$ cat src/hdl/irap_pkg.sv
`default_nettype none
package irap_pkg;
  localparam logic [6:0] TARGET_ADDR_LOW = 7'h4C;
  localparam logic [6:0] TARGET_ADDR_HIGH = 7'h4D;
  localparam int PTR_W = 16;
  localparam logic [3:0] BITS_PER_BYTE = 4'h8;
  localparam int CRC_FLAG_BIT = 7;
  localparam int RW_BIT = 0;
  localparam logic [15:0] PTR_RESET = 16'h0000;
  localparam logic [15:0] PTR_STEP = 16'h0001;
  localparam logic [7:0] CRC_INIT = 8'h00;
  localparam logic [7:0] CRC_POLY = 8'h07;
  localparam logic [15:0] MSG_BASE_DEF = 16'h0100;
  localparam logic [15:0] MSG_SIZE_DEF = 16'h000A;
  localparam logic [15:0] CRC_BYTE_COUNT = 16'h0001;

  typedef enum logic [1:0] {
    IRAP_IDX_LOW,
    IRAP_IDX_HIGH,
    IRAP_IDX_DATA
  } irap_idx_t;

  // Nine states need four bits
  typedef enum logic [3:0] {
    IRAP_IDLE,
    IRAP_ADDR,
    IRAP_WR_BYTE,
    IRAP_ACK,
    IRAP_RD_REQ,
    IRAP_RD_WAIT,
    IRAP_RD_LOAD,
    IRAP_RD_BYTE,
    IRAP_RD_ACK
  } irap_state_t;
endpackage
`default_nettype wire

$ cat src/hdl/irap_sync.sv
`default_nettype none
module irap_sync #(
  parameter logic RST_VAL = 1'h1
) (
  // System
  input wire logic clk,
  input wire logic srst,
  // Pin and filtered level
  input wire logic pin,
  output var logic level
);
  logic s1_reg;
  logic s2_reg;
  logic s3_reg;

  always_ff @(posedge clk) begin
    if (srst) begin
      s1_reg <= RST_VAL;
      s2_reg <= RST_VAL;
      s3_reg <= RST_VAL;
    end else begin
      s1_reg <= pin;
      s2_reg <= s1_reg;
      s3_reg <= s2_reg;
    end
  end

  // A change counts only once two stages agree
  always_ff @(posedge clk) begin
    if (srst) begin
      level <= RST_VAL;
    end else if (s2_reg == s3_reg) begin
      level <= s2_reg;
    end
  end
endmodule
`default_nettype wire

$ cat src/hdl/irap_crc8.sv
`default_nettype none
module irap_crc8 #(
  parameter logic [7:0] POLY = irap_pkg::CRC_POLY
) (
  // System
  input wire logic clk,
  input wire logic srst,
  // Control and data
  input wire logic clear,
  input wire logic feed,
  input wire logic [7:0] data,
  output var logic [7:0] crc
);
  function automatic logic [7:0] irap_crc_step(input logic [7:0] c, input logic [7:0] d);
    logic [7:0] r;
    r = c ^ d;
    for (int i = 0; i < 8; i++) begin
      r = r[7] ? ((r << 1) ^ POLY) : (r << 1);
    end
    return r;
  endfunction

  // Clear and feed together start a fresh sum with this byte
  always_ff @(posedge clk) begin
    if (srst) begin
      crc <= irap_pkg::CRC_INIT;
    end else if (feed) begin
      crc <= irap_crc_step(clear ? irap_pkg::CRC_INIT : crc, data);
    end else if (clear) begin
      crc <= irap_pkg::CRC_INIT;
    end
  end
endmodule
`default_nettype wire

$ cat src/hdl/irap_target.sv
// Operation
// - Own address sampled from strap after reset: low gives 0x4C, high 0x4D.
// - First byte after START holds address in bits 7..1, direction in bit 0.
// - Write: two bytes after address load the pointer, low byte then high.
// - Each write data byte stored at pointer, pointer then advances by one.
// - STOP after a write restores pointer to that write's start location.
// - High address top bit set selects checksum; last byte is checksum, not data.
// - Checksum covers both pointer bytes and every data byte of the write, not the address byte.
// - Data is still stored when the checksum mismatches.
// - Host NACK on a read returns pointer to that read's start location.
// - Pointer stays valid across reads, no rewrite needed for ordered reads.
// - Reads in the message object rewind pointer after each message.
// - Change line asserts whenever a new packet is pending for the host and the interface is selected.
// - Interface selected only when the interface strap is tied low.
// - Change line is open-drain, active low, low while messages pending.
// - Pointer top bit also requests a checksum byte on each message read.
`default_nettype none
module irap_target #(
  parameter logic [15:0] MSG_BASE = irap_pkg::MSG_BASE_DEF,
  parameter logic [15:0] MSG_SIZE = irap_pkg::MSG_SIZE_DEF,
  parameter logic [7:0] POLY = irap_pkg::CRC_POLY
) (
  // System
  input wire logic clk,
  input wire logic srst,
  // Straps
  input wire logic target_address_strap,
  input wire logic host_interface_strap,
  // Two-wire bus
  input wire logic scl_i,
  input wire logic sda_i,
  output var logic sda_o,
  output var logic sda_oe,
  // Message pending
  input wire logic msg_pending,
  output var logic message_pending_line_o,
  output var logic message_pending_line_oe,
  // Object memory
  output var logic [15:0] mem_addr,
  output var logic [7:0] mem_wdata,
  output var logic mem_we,
  output var logic mem_re,
  input wire logic [7:0] mem_rdata,
  // Write status
  output var logic wr_done,
  output var logic crc_fail
);
  irap_pkg::irap_state_t state_reg;
  irap_pkg::irap_idx_t idx_reg;
  logic strap_taken_reg;
  logic addr_sel_reg;
  logic iface_en_reg;
  logic scl_f;
  logic sda_f;
  logic scl_q_reg;
  logic sda_q_reg;
  logic [3:0] bit_cnt_reg;
  logic [7:0] shift_reg;
  logic [7:0] tx_reg;
  logic [7:0] lo_reg;
  logic [7:0] pend_reg;
  logic have_pend_reg;
  logic rw_reg;
  logic nack_reg;
  logic in_write_reg;
  logic crc_mode_reg;
  logic [15:0] ptr_reg;
  logic [15:0] start_reg;
  logic [7:0] crc_val;
  logic scl_rise;
  logic scl_fall;
  logic start_det;
  logic stop_det;
  logic fall_full;
  logic addr_hit;
  logic addr_evt;
  logic wr_byte_evt;
  logic wr_end_evt;
  logic rd_nack_evt;
  logic commit;
  logic [7:0] commit_byte;
  logic [15:0] msg_last;
  logic [15:0] ptr_next;
  logic crc_slot;
  logic [7:0] load_byte;
  logic crc_clear;
  logic crc_feed;
  logic [7:0] crc_data;

  irap_sync #(.RST_VAL(1'h1)) u_scl_sync (
    .clk(clk),
    .srst(srst),
    .pin(scl_i),
    .level(scl_f)
  );

  irap_sync #(.RST_VAL(1'h1)) u_sda_sync (
    .clk(clk),
    .srst(srst),
    .pin(sda_i),
    .level(sda_f)
  );

  irap_crc8 #(.POLY(POLY)) u_crc (
    .clk(clk),
    .srst(srst),
    .clear(crc_clear),
    .feed(crc_feed),
    .data(crc_data),
    .crc(crc_val)
  );

  // Straps are static, so one capture after release is enough
  always_ff @(posedge clk) begin
    if (srst) begin
      strap_taken_reg <= 1'h0;
      addr_sel_reg <= 1'h0;
      iface_en_reg <= 1'h0;
    end else if (!strap_taken_reg) begin
      strap_taken_reg <= 1'h1;
      addr_sel_reg <= target_address_strap;
      iface_en_reg <= ~host_interface_strap;
    end
  end

  always_ff @(posedge clk) begin
    if (srst) begin
      scl_q_reg <= 1'h1;
      sda_q_reg <= 1'h1;
    end else begin
      scl_q_reg <= scl_f;
      sda_q_reg <= sda_f;
    end
  end

  assign scl_rise = scl_f & ~scl_q_reg;
  assign scl_fall = ~scl_f & scl_q_reg;
  assign start_det = scl_f & scl_q_reg & sda_q_reg & ~sda_f;
  assign stop_det = scl_f & scl_q_reg & ~sda_q_reg & sda_f;
  assign fall_full = scl_fall && (bit_cnt_reg == irap_pkg::BITS_PER_BYTE);
  assign addr_hit = (shift_reg[7:1] == (addr_sel_reg ? irap_pkg::TARGET_ADDR_HIGH
                    : irap_pkg::TARGET_ADDR_LOW)) && iface_en_reg;
  assign addr_evt = (state_reg == irap_pkg::IRAP_ADDR) && fall_full && addr_hit;
  assign wr_byte_evt = (state_reg == irap_pkg::IRAP_WR_BYTE) && fall_full;
  // A repeated start also closes a write
  assign wr_end_evt = (stop_det || start_det) && in_write_reg;
  assign rd_nack_evt = (state_reg == irap_pkg::IRAP_RD_ACK) && scl_fall && nack_reg;
  // Checksum mode holds each byte back until the next proves it was data
  assign commit = wr_byte_evt && (idx_reg == irap_pkg::IRAP_IDX_DATA)
                  && (!crc_mode_reg || have_pend_reg);
  assign commit_byte = crc_mode_reg ? pend_reg : shift_reg;
  assign msg_last = crc_mode_reg ? (MSG_BASE + MSG_SIZE - irap_pkg::CRC_BYTE_COUNT)
                    : (MSG_BASE + MSG_SIZE - irap_pkg::CRC_BYTE_COUNT
                       - irap_pkg::CRC_BYTE_COUNT);
  assign ptr_next = (ptr_reg == msg_last) ? MSG_BASE : (ptr_reg + irap_pkg::PTR_STEP);
  assign crc_slot = crc_mode_reg && (ptr_reg == msg_last);
  assign load_byte = crc_slot ? crc_val : mem_rdata;
  assign crc_clear = addr_evt || ((state_reg == irap_pkg::IRAP_RD_LOAD)
                     && (ptr_reg == MSG_BASE));
  assign crc_feed = (wr_byte_evt && (idx_reg != irap_pkg::IRAP_IDX_DATA)) || commit
                    || ((state_reg == irap_pkg::IRAP_RD_LOAD) && !crc_slot);
  assign crc_data = (state_reg == irap_pkg::IRAP_RD_LOAD) ? mem_rdata
                    : (commit ? commit_byte : shift_reg);

  always_ff @(posedge clk) begin
    if (srst) begin
      state_reg <= irap_pkg::IRAP_IDLE;
      bit_cnt_reg <= 4'h0;
      shift_reg <= 8'h00;
      tx_reg <= 8'h00;
      rw_reg <= 1'h0;
      nack_reg <= 1'h0;
      in_write_reg <= 1'h0;
      sda_oe <= 1'h0;
    end else if (start_det && iface_en_reg) begin
      state_reg <= irap_pkg::IRAP_ADDR;
      bit_cnt_reg <= 4'h0;
      in_write_reg <= 1'h0;
      sda_oe <= 1'h0;
    end else if (stop_det || !iface_en_reg) begin
      state_reg <= irap_pkg::IRAP_IDLE;
      in_write_reg <= 1'h0;
      sda_oe <= 1'h0;
    end else begin
      case (state_reg)
        irap_pkg::IRAP_IDLE: begin
          sda_oe <= 1'h0;
        end
        irap_pkg::IRAP_ADDR, irap_pkg::IRAP_WR_BYTE: begin
          if (scl_rise) begin
            shift_reg <= {shift_reg[6:0], sda_f};
            bit_cnt_reg <= bit_cnt_reg + 4'h1;
          end
          if (fall_full) begin
            if (state_reg == irap_pkg::IRAP_WR_BYTE || addr_hit) begin
              sda_oe <= 1'h1;
              state_reg <= irap_pkg::IRAP_ACK;
              if (state_reg == irap_pkg::IRAP_ADDR) begin
                rw_reg <= shift_reg[irap_pkg::RW_BIT];
                in_write_reg <= ~shift_reg[irap_pkg::RW_BIT];
              end
            end else begin
              state_reg <= irap_pkg::IRAP_IDLE;
            end
          end
        end
        irap_pkg::IRAP_ACK: begin
          if (scl_fall) begin
            sda_oe <= 1'h0;
            bit_cnt_reg <= 4'h0;
            state_reg <= rw_reg ? irap_pkg::IRAP_RD_REQ : irap_pkg::IRAP_WR_BYTE;
          end
        end
        irap_pkg::IRAP_RD_REQ: state_reg <= irap_pkg::IRAP_RD_WAIT;
        irap_pkg::IRAP_RD_WAIT: state_reg <= irap_pkg::IRAP_RD_LOAD;
        irap_pkg::IRAP_RD_LOAD: begin
          tx_reg <= load_byte;
          sda_oe <= ~load_byte[7];
          bit_cnt_reg <= 4'h0;
          state_reg <= irap_pkg::IRAP_RD_BYTE;
        end
        irap_pkg::IRAP_RD_BYTE: begin
          if (scl_rise) begin
            bit_cnt_reg <= bit_cnt_reg + 4'h1;
          end
          if (fall_full) begin
            sda_oe <= 1'h0;
            state_reg <= irap_pkg::IRAP_RD_ACK;
          end else if (scl_fall) begin
            tx_reg <= {tx_reg[6:0], 1'h0};
            sda_oe <= ~tx_reg[6];
          end
        end
        irap_pkg::IRAP_RD_ACK: begin
          if (scl_rise) begin
            nack_reg <= sda_f;
          end
          if (scl_fall) begin
            state_reg <= nack_reg ? irap_pkg::IRAP_IDLE : irap_pkg::IRAP_RD_REQ;
          end
        end
        default: state_reg <= irap_pkg::IRAP_IDLE;
      endcase
    end
  end

  always_ff @(posedge clk) begin
    if (srst) begin
      idx_reg <= irap_pkg::IRAP_IDX_LOW;
      lo_reg <= 8'h00;
      pend_reg <= 8'h00;
      have_pend_reg <= 1'h0;
    end else if (addr_evt) begin
      idx_reg <= irap_pkg::IRAP_IDX_LOW;
      have_pend_reg <= 1'h0;
    end else if (wr_byte_evt) begin
      case (idx_reg)
        irap_pkg::IRAP_IDX_LOW: begin
          lo_reg <= shift_reg;
          idx_reg <= irap_pkg::IRAP_IDX_HIGH;
        end
        irap_pkg::IRAP_IDX_HIGH: idx_reg <= irap_pkg::IRAP_IDX_DATA;
        default: begin
          pend_reg <= shift_reg;
          have_pend_reg <= crc_mode_reg;
        end
      endcase
    end
  end

  // Pointer is never cleared by a transfer, only reloaded, advanced or restored
  always_ff @(posedge clk) begin
    if (srst) begin
      ptr_reg <= irap_pkg::PTR_RESET;
      start_reg <= irap_pkg::PTR_RESET;
      crc_mode_reg <= 1'h0;
    end else if (wr_end_evt) begin
      ptr_reg <= start_reg;
    end else if (rd_nack_evt) begin
      ptr_reg <= start_reg;
    end else if (addr_evt && shift_reg[irap_pkg::RW_BIT]) begin
      start_reg <= ptr_reg;
    end else if (wr_byte_evt && idx_reg == irap_pkg::IRAP_IDX_HIGH) begin
      ptr_reg <= {1'h0, shift_reg[6:0], lo_reg};
      start_reg <= {1'h0, shift_reg[6:0], lo_reg};
      crc_mode_reg <= shift_reg[irap_pkg::CRC_FLAG_BIT];
    end else if (commit) begin
      ptr_reg <= ptr_reg + irap_pkg::PTR_STEP;
    end else if (state_reg == irap_pkg::IRAP_RD_LOAD) begin
      ptr_reg <= ptr_next;
    end
  end

  always_ff @(posedge clk) begin
    if (srst) begin
      mem_addr <= irap_pkg::PTR_RESET;
      mem_wdata <= 8'h00;
      mem_we <= 1'h0;
      mem_re <= 1'h0;
    end else begin
      mem_we <= commit;
      mem_re <= (state_reg == irap_pkg::IRAP_RD_REQ);
      if (commit || state_reg == irap_pkg::IRAP_RD_REQ) begin
        mem_addr <= ptr_reg;
      end
      if (commit) begin
        mem_wdata <= commit_byte;
      end
    end
  end

  // Mismatch is only reported; stored data stays
  always_ff @(posedge clk) begin
    if (srst) begin
      wr_done <= 1'h0;
      crc_fail <= 1'h0;
    end else begin
      wr_done <= wr_end_evt;
      crc_fail <= wr_end_evt && crc_mode_reg
                  && (!have_pend_reg || pend_reg != crc_val);
    end
  end

  // Level follows the core so a level-triggered host never misses one
  always_ff @(posedge clk) begin
    if (srst) begin
      message_pending_line_oe <= 1'h0;
      message_pending_line_o <= 1'h0;
      sda_o <= 1'h0;
    end else begin
      message_pending_line_oe <= msg_pending && iface_en_reg;
      message_pending_line_o <= 1'h0;
      sda_o <= 1'h0;
    end
  end
endmodule
`default_nettype wire

$ cat config.mk
export PLATFORM = sky130hd
export DESIGN_NAME = irap_target
export DESIGN_NICKNAME = d
export VERILOG_FILES = /design/src/hdl/irap_pkg.sv /design/src/hdl/irap_sync.sv /design/src/hdl/irap_crc8.sv /design/src/hdl/irap_target.sv
export SDC_FILE = /design/constraint.sdc
export NUM_CORES = 1
export LEC_CHECK = 0
export BUFFER_PORTS_ARGS = -buffer_cell sky130_fd_sc_hd__buf_2
export CAP_MARGIN = 20
export CORE_UTILIZATION = 55
export DETAILED_ROUTE_END_ITERATION = 8
export PLACE_DENSITY = 0.77
export SLEW_MARGIN = 15
export SYNTH_ARGS = -nofsm -noshare
export SYNTH_HDL_FRONTEND = slang
export SYNTH_SLANG_ARGS = --single-unit
$ cat constraint.sdc
create_clock -name clk -period 2.6 [get_ports clk]
set_input_delay 0.52 -clock clk [delete_from_list [all_inputs] [get_ports clk]]
set_output_delay 0.52 -clock clk [all_outputs]
set_load 0.01 [all_outputs]
Yosys cells after proc, flatten, opt, wreduce, memory -nomap -nowiden:

Index checks and enable logic that the tools add are counted.

* bits in registers: 129
* bits in latches: 0
* RAM bits: 0
* ROM bits: 0
* input port bits: 15
* memories: 0

* add/subtract/negate cells: 2
* $mul: 0
* divide/modulo/power cells: 0
* magnitude comparators: 0
* eq/ne operators: 33
* shift operators: 0
* multiplexer cells: 49
* bitwise logic cells: 32
* reduce and logical (&&, ||, !) cells: 63

Operators with widths (count)
* 2-to-1 mux 16 bit: 9
* 2-to-1 mux 8 bit: 6
* one-hot mux 4 bit (8 select lines): 1
* 2-to-1 mux 3 bit: 10
* 2-to-1 mux 4 bit: 6
* NOT 3 bit: 8
* logical AND 1 bit: 20
* AND reduction 4 bit: 5
* AND reduction 5 bit: 4
* adder 16 x 1 -> 16 bit (second input constant): 1
* equality test 16 x 9 -> 1 bit: 1
* equality test 16 x 9 -> 1 bit (second input constant): 1
* equality test 4 x 3 -> 1 bit (second input constant): 4
* inequality test 2 bit (second input constant): 8
* NOT 1 bit: 16
* 2-to-1 mux 7 bit: 2
* one-hot mux 7 bit (2 select lines): 1
* inequality test 4 bit (second input constant): 3
* one-hot mux 4 bit (3 select lines): 1
* 2-to-1 mux 1 bit: 10
* nonzero test 5 bit: 2
* logical OR 1 bit: 9
* inequality test 3 bit (second input constant): 3
* AND reduction 3 bit: 3
* other kinds (25): 45

Depth between registers and ports, before layout:

* depth in word-level cells: 26
* mapped depth: 11
* depth with buffers taken out: 9

Hierarchy:

A second synthesis with hierarchy kept.

* cell total of the unflattened synthesis: 802
* area total of the unflattened synthesis: 6864.1 um2

Modules (own cells, without submodules)
* irap_target: instances 1, cells an instance 717, area an instance 5980.7 um2
* irap_crc8: instances 1, cells an instance 65, area an instance 643.1 um2
* irap_sync: instances 2, cells an instance 10, area an instance 120.1 um2

Least setup slack after synthesis:

Ideal clock, no wire load.

* kind: reg2reg
* start: register state_reg[2]
* end: register u_crc.crc[4]
* setup time: 0.074 ns
* arrival: 2.521 ns
* slack: 0.005 ns
* stages on the path, launching flop included: 11
* buffers on the path: 2
* clock period less this slack: 2.595 ns
* cell sequence: dfxtp_1 > buf_2 > nor4b_4 > nand4_1 > buf_4 > mux2i_1 > o21ai_0 > xnor3_1 > xor2_1 > or3_1 > a31oi_1

* cells in the longest elaborated chain, start to end: 13

Ends and longest elaborated chain
* start: declaration: RTL line irap_target.sv:48 `irap_pkg::irap_state_t state_reg;`
* start signal: assignment: RTL line irap_target.sv:167 `state_reg <= irap_pkg::IRAP_IDLE;`
* start signal: assignment: RTL line irap_target.sv:176 `state_reg <= irap_pkg::IRAP_ADDR;`
* start signal: assignment: RTL line irap_target.sv:181 `state_reg <= irap_pkg::IRAP_IDLE;`
* equality test 4 x 2 -> 1 bit: RTL line irap_target.sv:144 `assign wr_byte_evt = (state_reg == irap_pkg::IRAP_WR_BYTE) && fall_full;`
* logical AND 1 bit: RTL line irap_target.sv:144
* logical AND 1 bit: RTL line irap_target.sv:149 `assign commit = wr_byte_evt && (idx_reg == irap_pkg::IRAP_IDX_DATA)`
* logical AND 1 bit: RTL line irap_target.sv:150 `&& (!crc_mode_reg || have_pend_reg);`
* 2-to-1 mux 8 bit: RTL line irap_target.sv:163 `: (commit ? commit_byte : shift_reg);`
* 2-to-1 mux 8 bit: RTL line irap_target.sv:162 `assign crc_data = (state_reg == irap_pkg::IRAP_RD_LOAD) ? mem_rdata`
* XOR 8 bit: RTL line irap_crc8.sv:16 `r = c ^ d;`
* 2-to-1 mux 3 bit: RTL line irap_crc8.sv:18 `r = r[7] ? ((r << 1) ^ POLY) : (r << 1);`
* NOT 3 bit (no line)
* 2-to-1 mux 3 bit: RTL line irap_crc8.sv:18
* NOT 3 bit (no line)
* 2-to-1 mux 3 bit: RTL line irap_crc8.sv:18
* 2-to-1 mux 8 bit (*): RTL line irap_crc8.sv:27 `end else if (feed) begin`
* end signal: assignment: RTL line irap_crc8.sv:26 `crc <= irap_pkg::CRC_INIT;`
* end signal: assignment: RTL line irap_crc8.sv:28 `crc <= irap_crc_step(clear ? irap_pkg::CRC_INIT : crc, data);`
* end signal: assignment: RTL line irap_crc8.sv:30 `crc <= irap_pkg::CRC_INIT;`
* end: declaration: RTL line irap_crc8.sv:12 `output var logic [7:0] crc`

Every way passes the cells marked *; elsewhere a longest branch is shown, timed or not.
A chain may end at the register's enable or synchronous reset.

Worst setup path after layout:

* start: register bit_cnt_reg[2]
* end: register u_crc.crc[3]

* cells in the longest elaborated chain, start to end: 14

Ends and longest elaborated chain
* start: declaration: RTL line irap_target.sv:57 `logic [3:0] bit_cnt_reg;`
* start signal: assignment: RTL line irap_target.sv:192 `bit_cnt_reg <= bit_cnt_reg + 4'h1;`
* start signal: assignment: RTL line irap_target.sv:224 `bit_cnt_reg <= bit_cnt_reg + 4'h1;`
* equality test 4 bit (*): RTL line irap_target.sv:140 `assign fall_full = scl_fall && (bit_cnt_reg == irap_pkg::BITS_PER_BYTE);`
* logical AND 1 bit (*): RTL line irap_target.sv:140
* logical AND 1 bit: RTL line irap_target.sv:144
* logical AND 1 bit: RTL line irap_target.sv:149
* logical AND 1 bit: RTL line irap_target.sv:150
* 2-to-1 mux 8 bit: RTL line irap_target.sv:163
* 2-to-1 mux 8 bit: RTL line irap_target.sv:162
* XOR 8 bit: RTL line irap_crc8.sv:16
* 2-to-1 mux 3 bit: RTL line irap_crc8.sv:18
* NOT 3 bit (no line)
* 2-to-1 mux 3 bit: RTL line irap_crc8.sv:18
* NOT 3 bit (no line)
* 2-to-1 mux 3 bit: RTL line irap_crc8.sv:18
* 2-to-1 mux 8 bit (*): RTL line irap_crc8.sv:27

Marked as above.

==> reports/metrics.cfg <==
[synth]
synth_xor_area_share_pct=5.47
synth_edf_count=0
ys.warnings.count=0
ys_seq_elements=129
synth-adder-area-share_pct=0.893
yosys.area_share.simple_pct=24.9
synthMuxAreaShare_pct=8.62
yosys.cell_types.count=67
synth_top_family_by_area=simple AND/OR/NAND/NOR gates
synth_top_cell_by_area=dfxtp_1
synth_top_area_share_pct=38.4
synth-async-reset-ratio_pct=0
synth-main-ff-cell=dfxtp_1
synthTopCellsByArea=dfxtp_1 38%, mux2i_1 7.9%, nor2_1 7.3%, nand2_1 6.7%, a21oi_1 4.4%
synth-seq-area-share_pct=38.4
synth_cells=849
synth_compound_area_share_pct=16.8
synth_area_per_cell_um2=7.92
synth_area_um2=6720

[layout]
stdcell_area_um2=8390
final_cell_mix=129 x nor2_1, 126 x dfxtp_1, 118 x nand2_1, 98 x buf_4, 58 x a21oi_1
fillers=947
final_common_cell=nor2_1
diodes=0
finalNetCount=961
drive_gt1_share_pct=23.5
area_growth_pct=24.8

[placement]
port_buffers=44
placed_area_um2=7520
hpwlAfterDp_um=13700
place_congestion=0.945

[drt]
wl_per_cell_um=17.9
final_antenna_net_count=0
routed_wl_um=19800
viasPerCell=6.10
num_vias=6724
drc=0
drt-initial-drc-count=934
dr.pass1.iters=5

[clock_tree]
cts_sinks=129
clock_latency_ns=0.43
path_clk_slew_ns=0.06
ctsHtreeMaxLevel=4
cts-root-buf=clkbuf_16
cts_tree=built
clk_path_buf_depth=2
cts_hold_buf=0
numCtsBuffers=17

[global_route]
grt_max_degree=81
busiest_layer=met2
track_usage_pct=32.2
overflow=0
grt_pass1_vias=6231
antenna_found_initial=0
use_met2_pct=50.7
grt_pass1_wl_um=31500
use_met3_pct=7.51
use_met1_pct=42.1

[timing]
skew_ns=0.0112
period_share_pct=96.9
relSlewSlack_pct=57.3
worst_pin_slew_ns=0.633
rsz0062_at_grt=true
finalMaxSlewViolations=0
min_period_ns=2.52
setup_viol=0
fmax_mhz=397
hold_violations=0

[floorplanning]
io_pins=47
dieArea_um2=12700
die_h_um=113
std_cell_rows=40
core_um2=12000
start_util_pct=56.2
fp.dieW_um=113

[pwr]
ir_drop_mv=0.550
total_power_mw=4.54
power.density_nw_per_um2=541
p_leak_nw=3.42

[critical_path]
end_kind=flip-flop
r2r_cells=9
start_kind=flip-flop
required_ns=2.96
cp_max_fo=4
worstSetupPathType=flip-flop to flip-flop
r2r_setup_slack_ns=0.08
critPathArrivalTime_ns=2.88

[outcome]
outcome=completed

[job]
cap_viol_max_count=0

[hold_path]
hold_class=input pin to flip-flop
min_path_cells=2

[cell families after synthesis]
group / Yosys count
DFF: 129
adders and majority gates: 5
buffers and inverters: 82
and+or+nand+nor: 361
muxes: 56
other: 1
AOI/OAI and AO/OA: 178
xor gates and xnor gates: 37
[worst max-delay path, cell delays in order (launching register included)]
cell	delay, ns
dfxtp_2	0.32
and4bb_2	0.34
nand4_1	0.13
buf_6	0.16
mux2_4	0.31
mux2i_4	0.16
xor3_2	0.51
xnor2_2	0.17
a211o_1	0.22
a21oi_1	0.13
[power by group]
| group | switching [mW] | internal [mW] | total [mW] | leakage (nW) |
|---|---|---|---|---|
| clock | 0.933 | 1.49 | 2.43 | 0.286 |
| combinational | 0.0746 | 0.0471 | 0.122 | 2.10 |
| sequential | 0.00502 | 1.99 | 1.99 | 1.04 |
[repair_timing]
| action | CTS | global route |
|---|---|---|
| cloned | 0 | 1 |
| resized for setup | 1 | 36 |
| endpoints found under the hold margin | 0 | 0 |
| setup endpoints to repair | 6 | 35 |
| buffers inserted | 0 | 13 |
| pin swaps | 0 | 10 |
[metal layers]
| layer | vias up | share of wire [%] |
|---|---|---|
| li1 | 3145 | - |
| met1 | 3176 | 42 |
| met2 | 356 | 47 |
| met3 | 47 | 9.0 |
| met4 | 0 | 2.8 |
| met5 | - | 0 |
[per-stage QoR]
step | TNS [ns] | hold WS [ns] | instances | setup WS [ns] | util, %
after CTS | 0 | 0.267 | 1087 | 0.00126 | 67.9
after detailed placement | -0.181 | 0.393 | 1055 | -0.0829 | 62.8
after global routing | -0.0688 | 0.263 | 1102 | -0.0505 | 70.1
after global placement | -0.00119 | 0.394 | 1055 | -0.00119 | 62.8
final | 0 | 0.272 | 1102 | 0.0797 | 70.1
after floorplan | 0 | 0.389 | 850 | 0.00502 | -
[cell usage after synthesis, types with 4 or more instances]
| cell type | count |
|---|---|
| a31oi_1 | 12 |
| clkbuf_1 | 58 |
| nor2b_1 | 7 |
| nand4_1 | 11 |
| buf_2 | 7 |
| buf_1 | 4 |
| inv_1 | 8 |
| nand2_1 | 120 |
| nor2_1 | 130 |
| nand3b_1 | 4 |
| or2_2 | 9 |
| a21oi_1 | 59 |
| a211oi_1 | 21 |
| a311oi_1 | 17 |
| o21ai_0 | 36 |
| dfxtp_1 | 129 |
| nand3_1 | 19 |
| nor3_1 | 17 |
| xnor2_1 | 20 |
| a22oi_1 | 5 |
| nand2b_1 | 8 |
| mux2i_1 | 53 |
| nor4_1 | 5 |
| xor2_1 | 14 |
| or3_1 | 4 |
| ha_1 | 4 |
| a21o_1 | 4 |
| and3_1 | 6 |
[final timing paths]
kind | from | endpoint
worst min register to register | u_sda_sync.s1_reg$_SDFF_PP1_ | u_sda_sync.s2_reg$_SDFF_PP1_
worst max register to register | bit_cnt_reg[2]$_SDFFE_PP0P_ | u_crc.crc[3]$_SDFF_PP0_
worst max-delay path | bit_cnt_reg[2]$_SDFFE_PP0P_ | u_crc.crc[3]$_SDFF_PP0_
worst min-delay path | sda_i | u_sda_sync.s1_reg$_SDFF_PP1_
[final cells by class]
type                       instances  area (um^2)  share of cell area (%)
multi-input combinational        639         3980                    47.4
sequential                       129         2590                    30.8
timing repair buffer             146         1010                    12.0
clock buffer                      21          470                    5.61
tap                              147          184                    2.19
clock inverter                    11          128                    1.52
inverter                           9         33.8                   0.403
(Power assumes the default switching activity.)
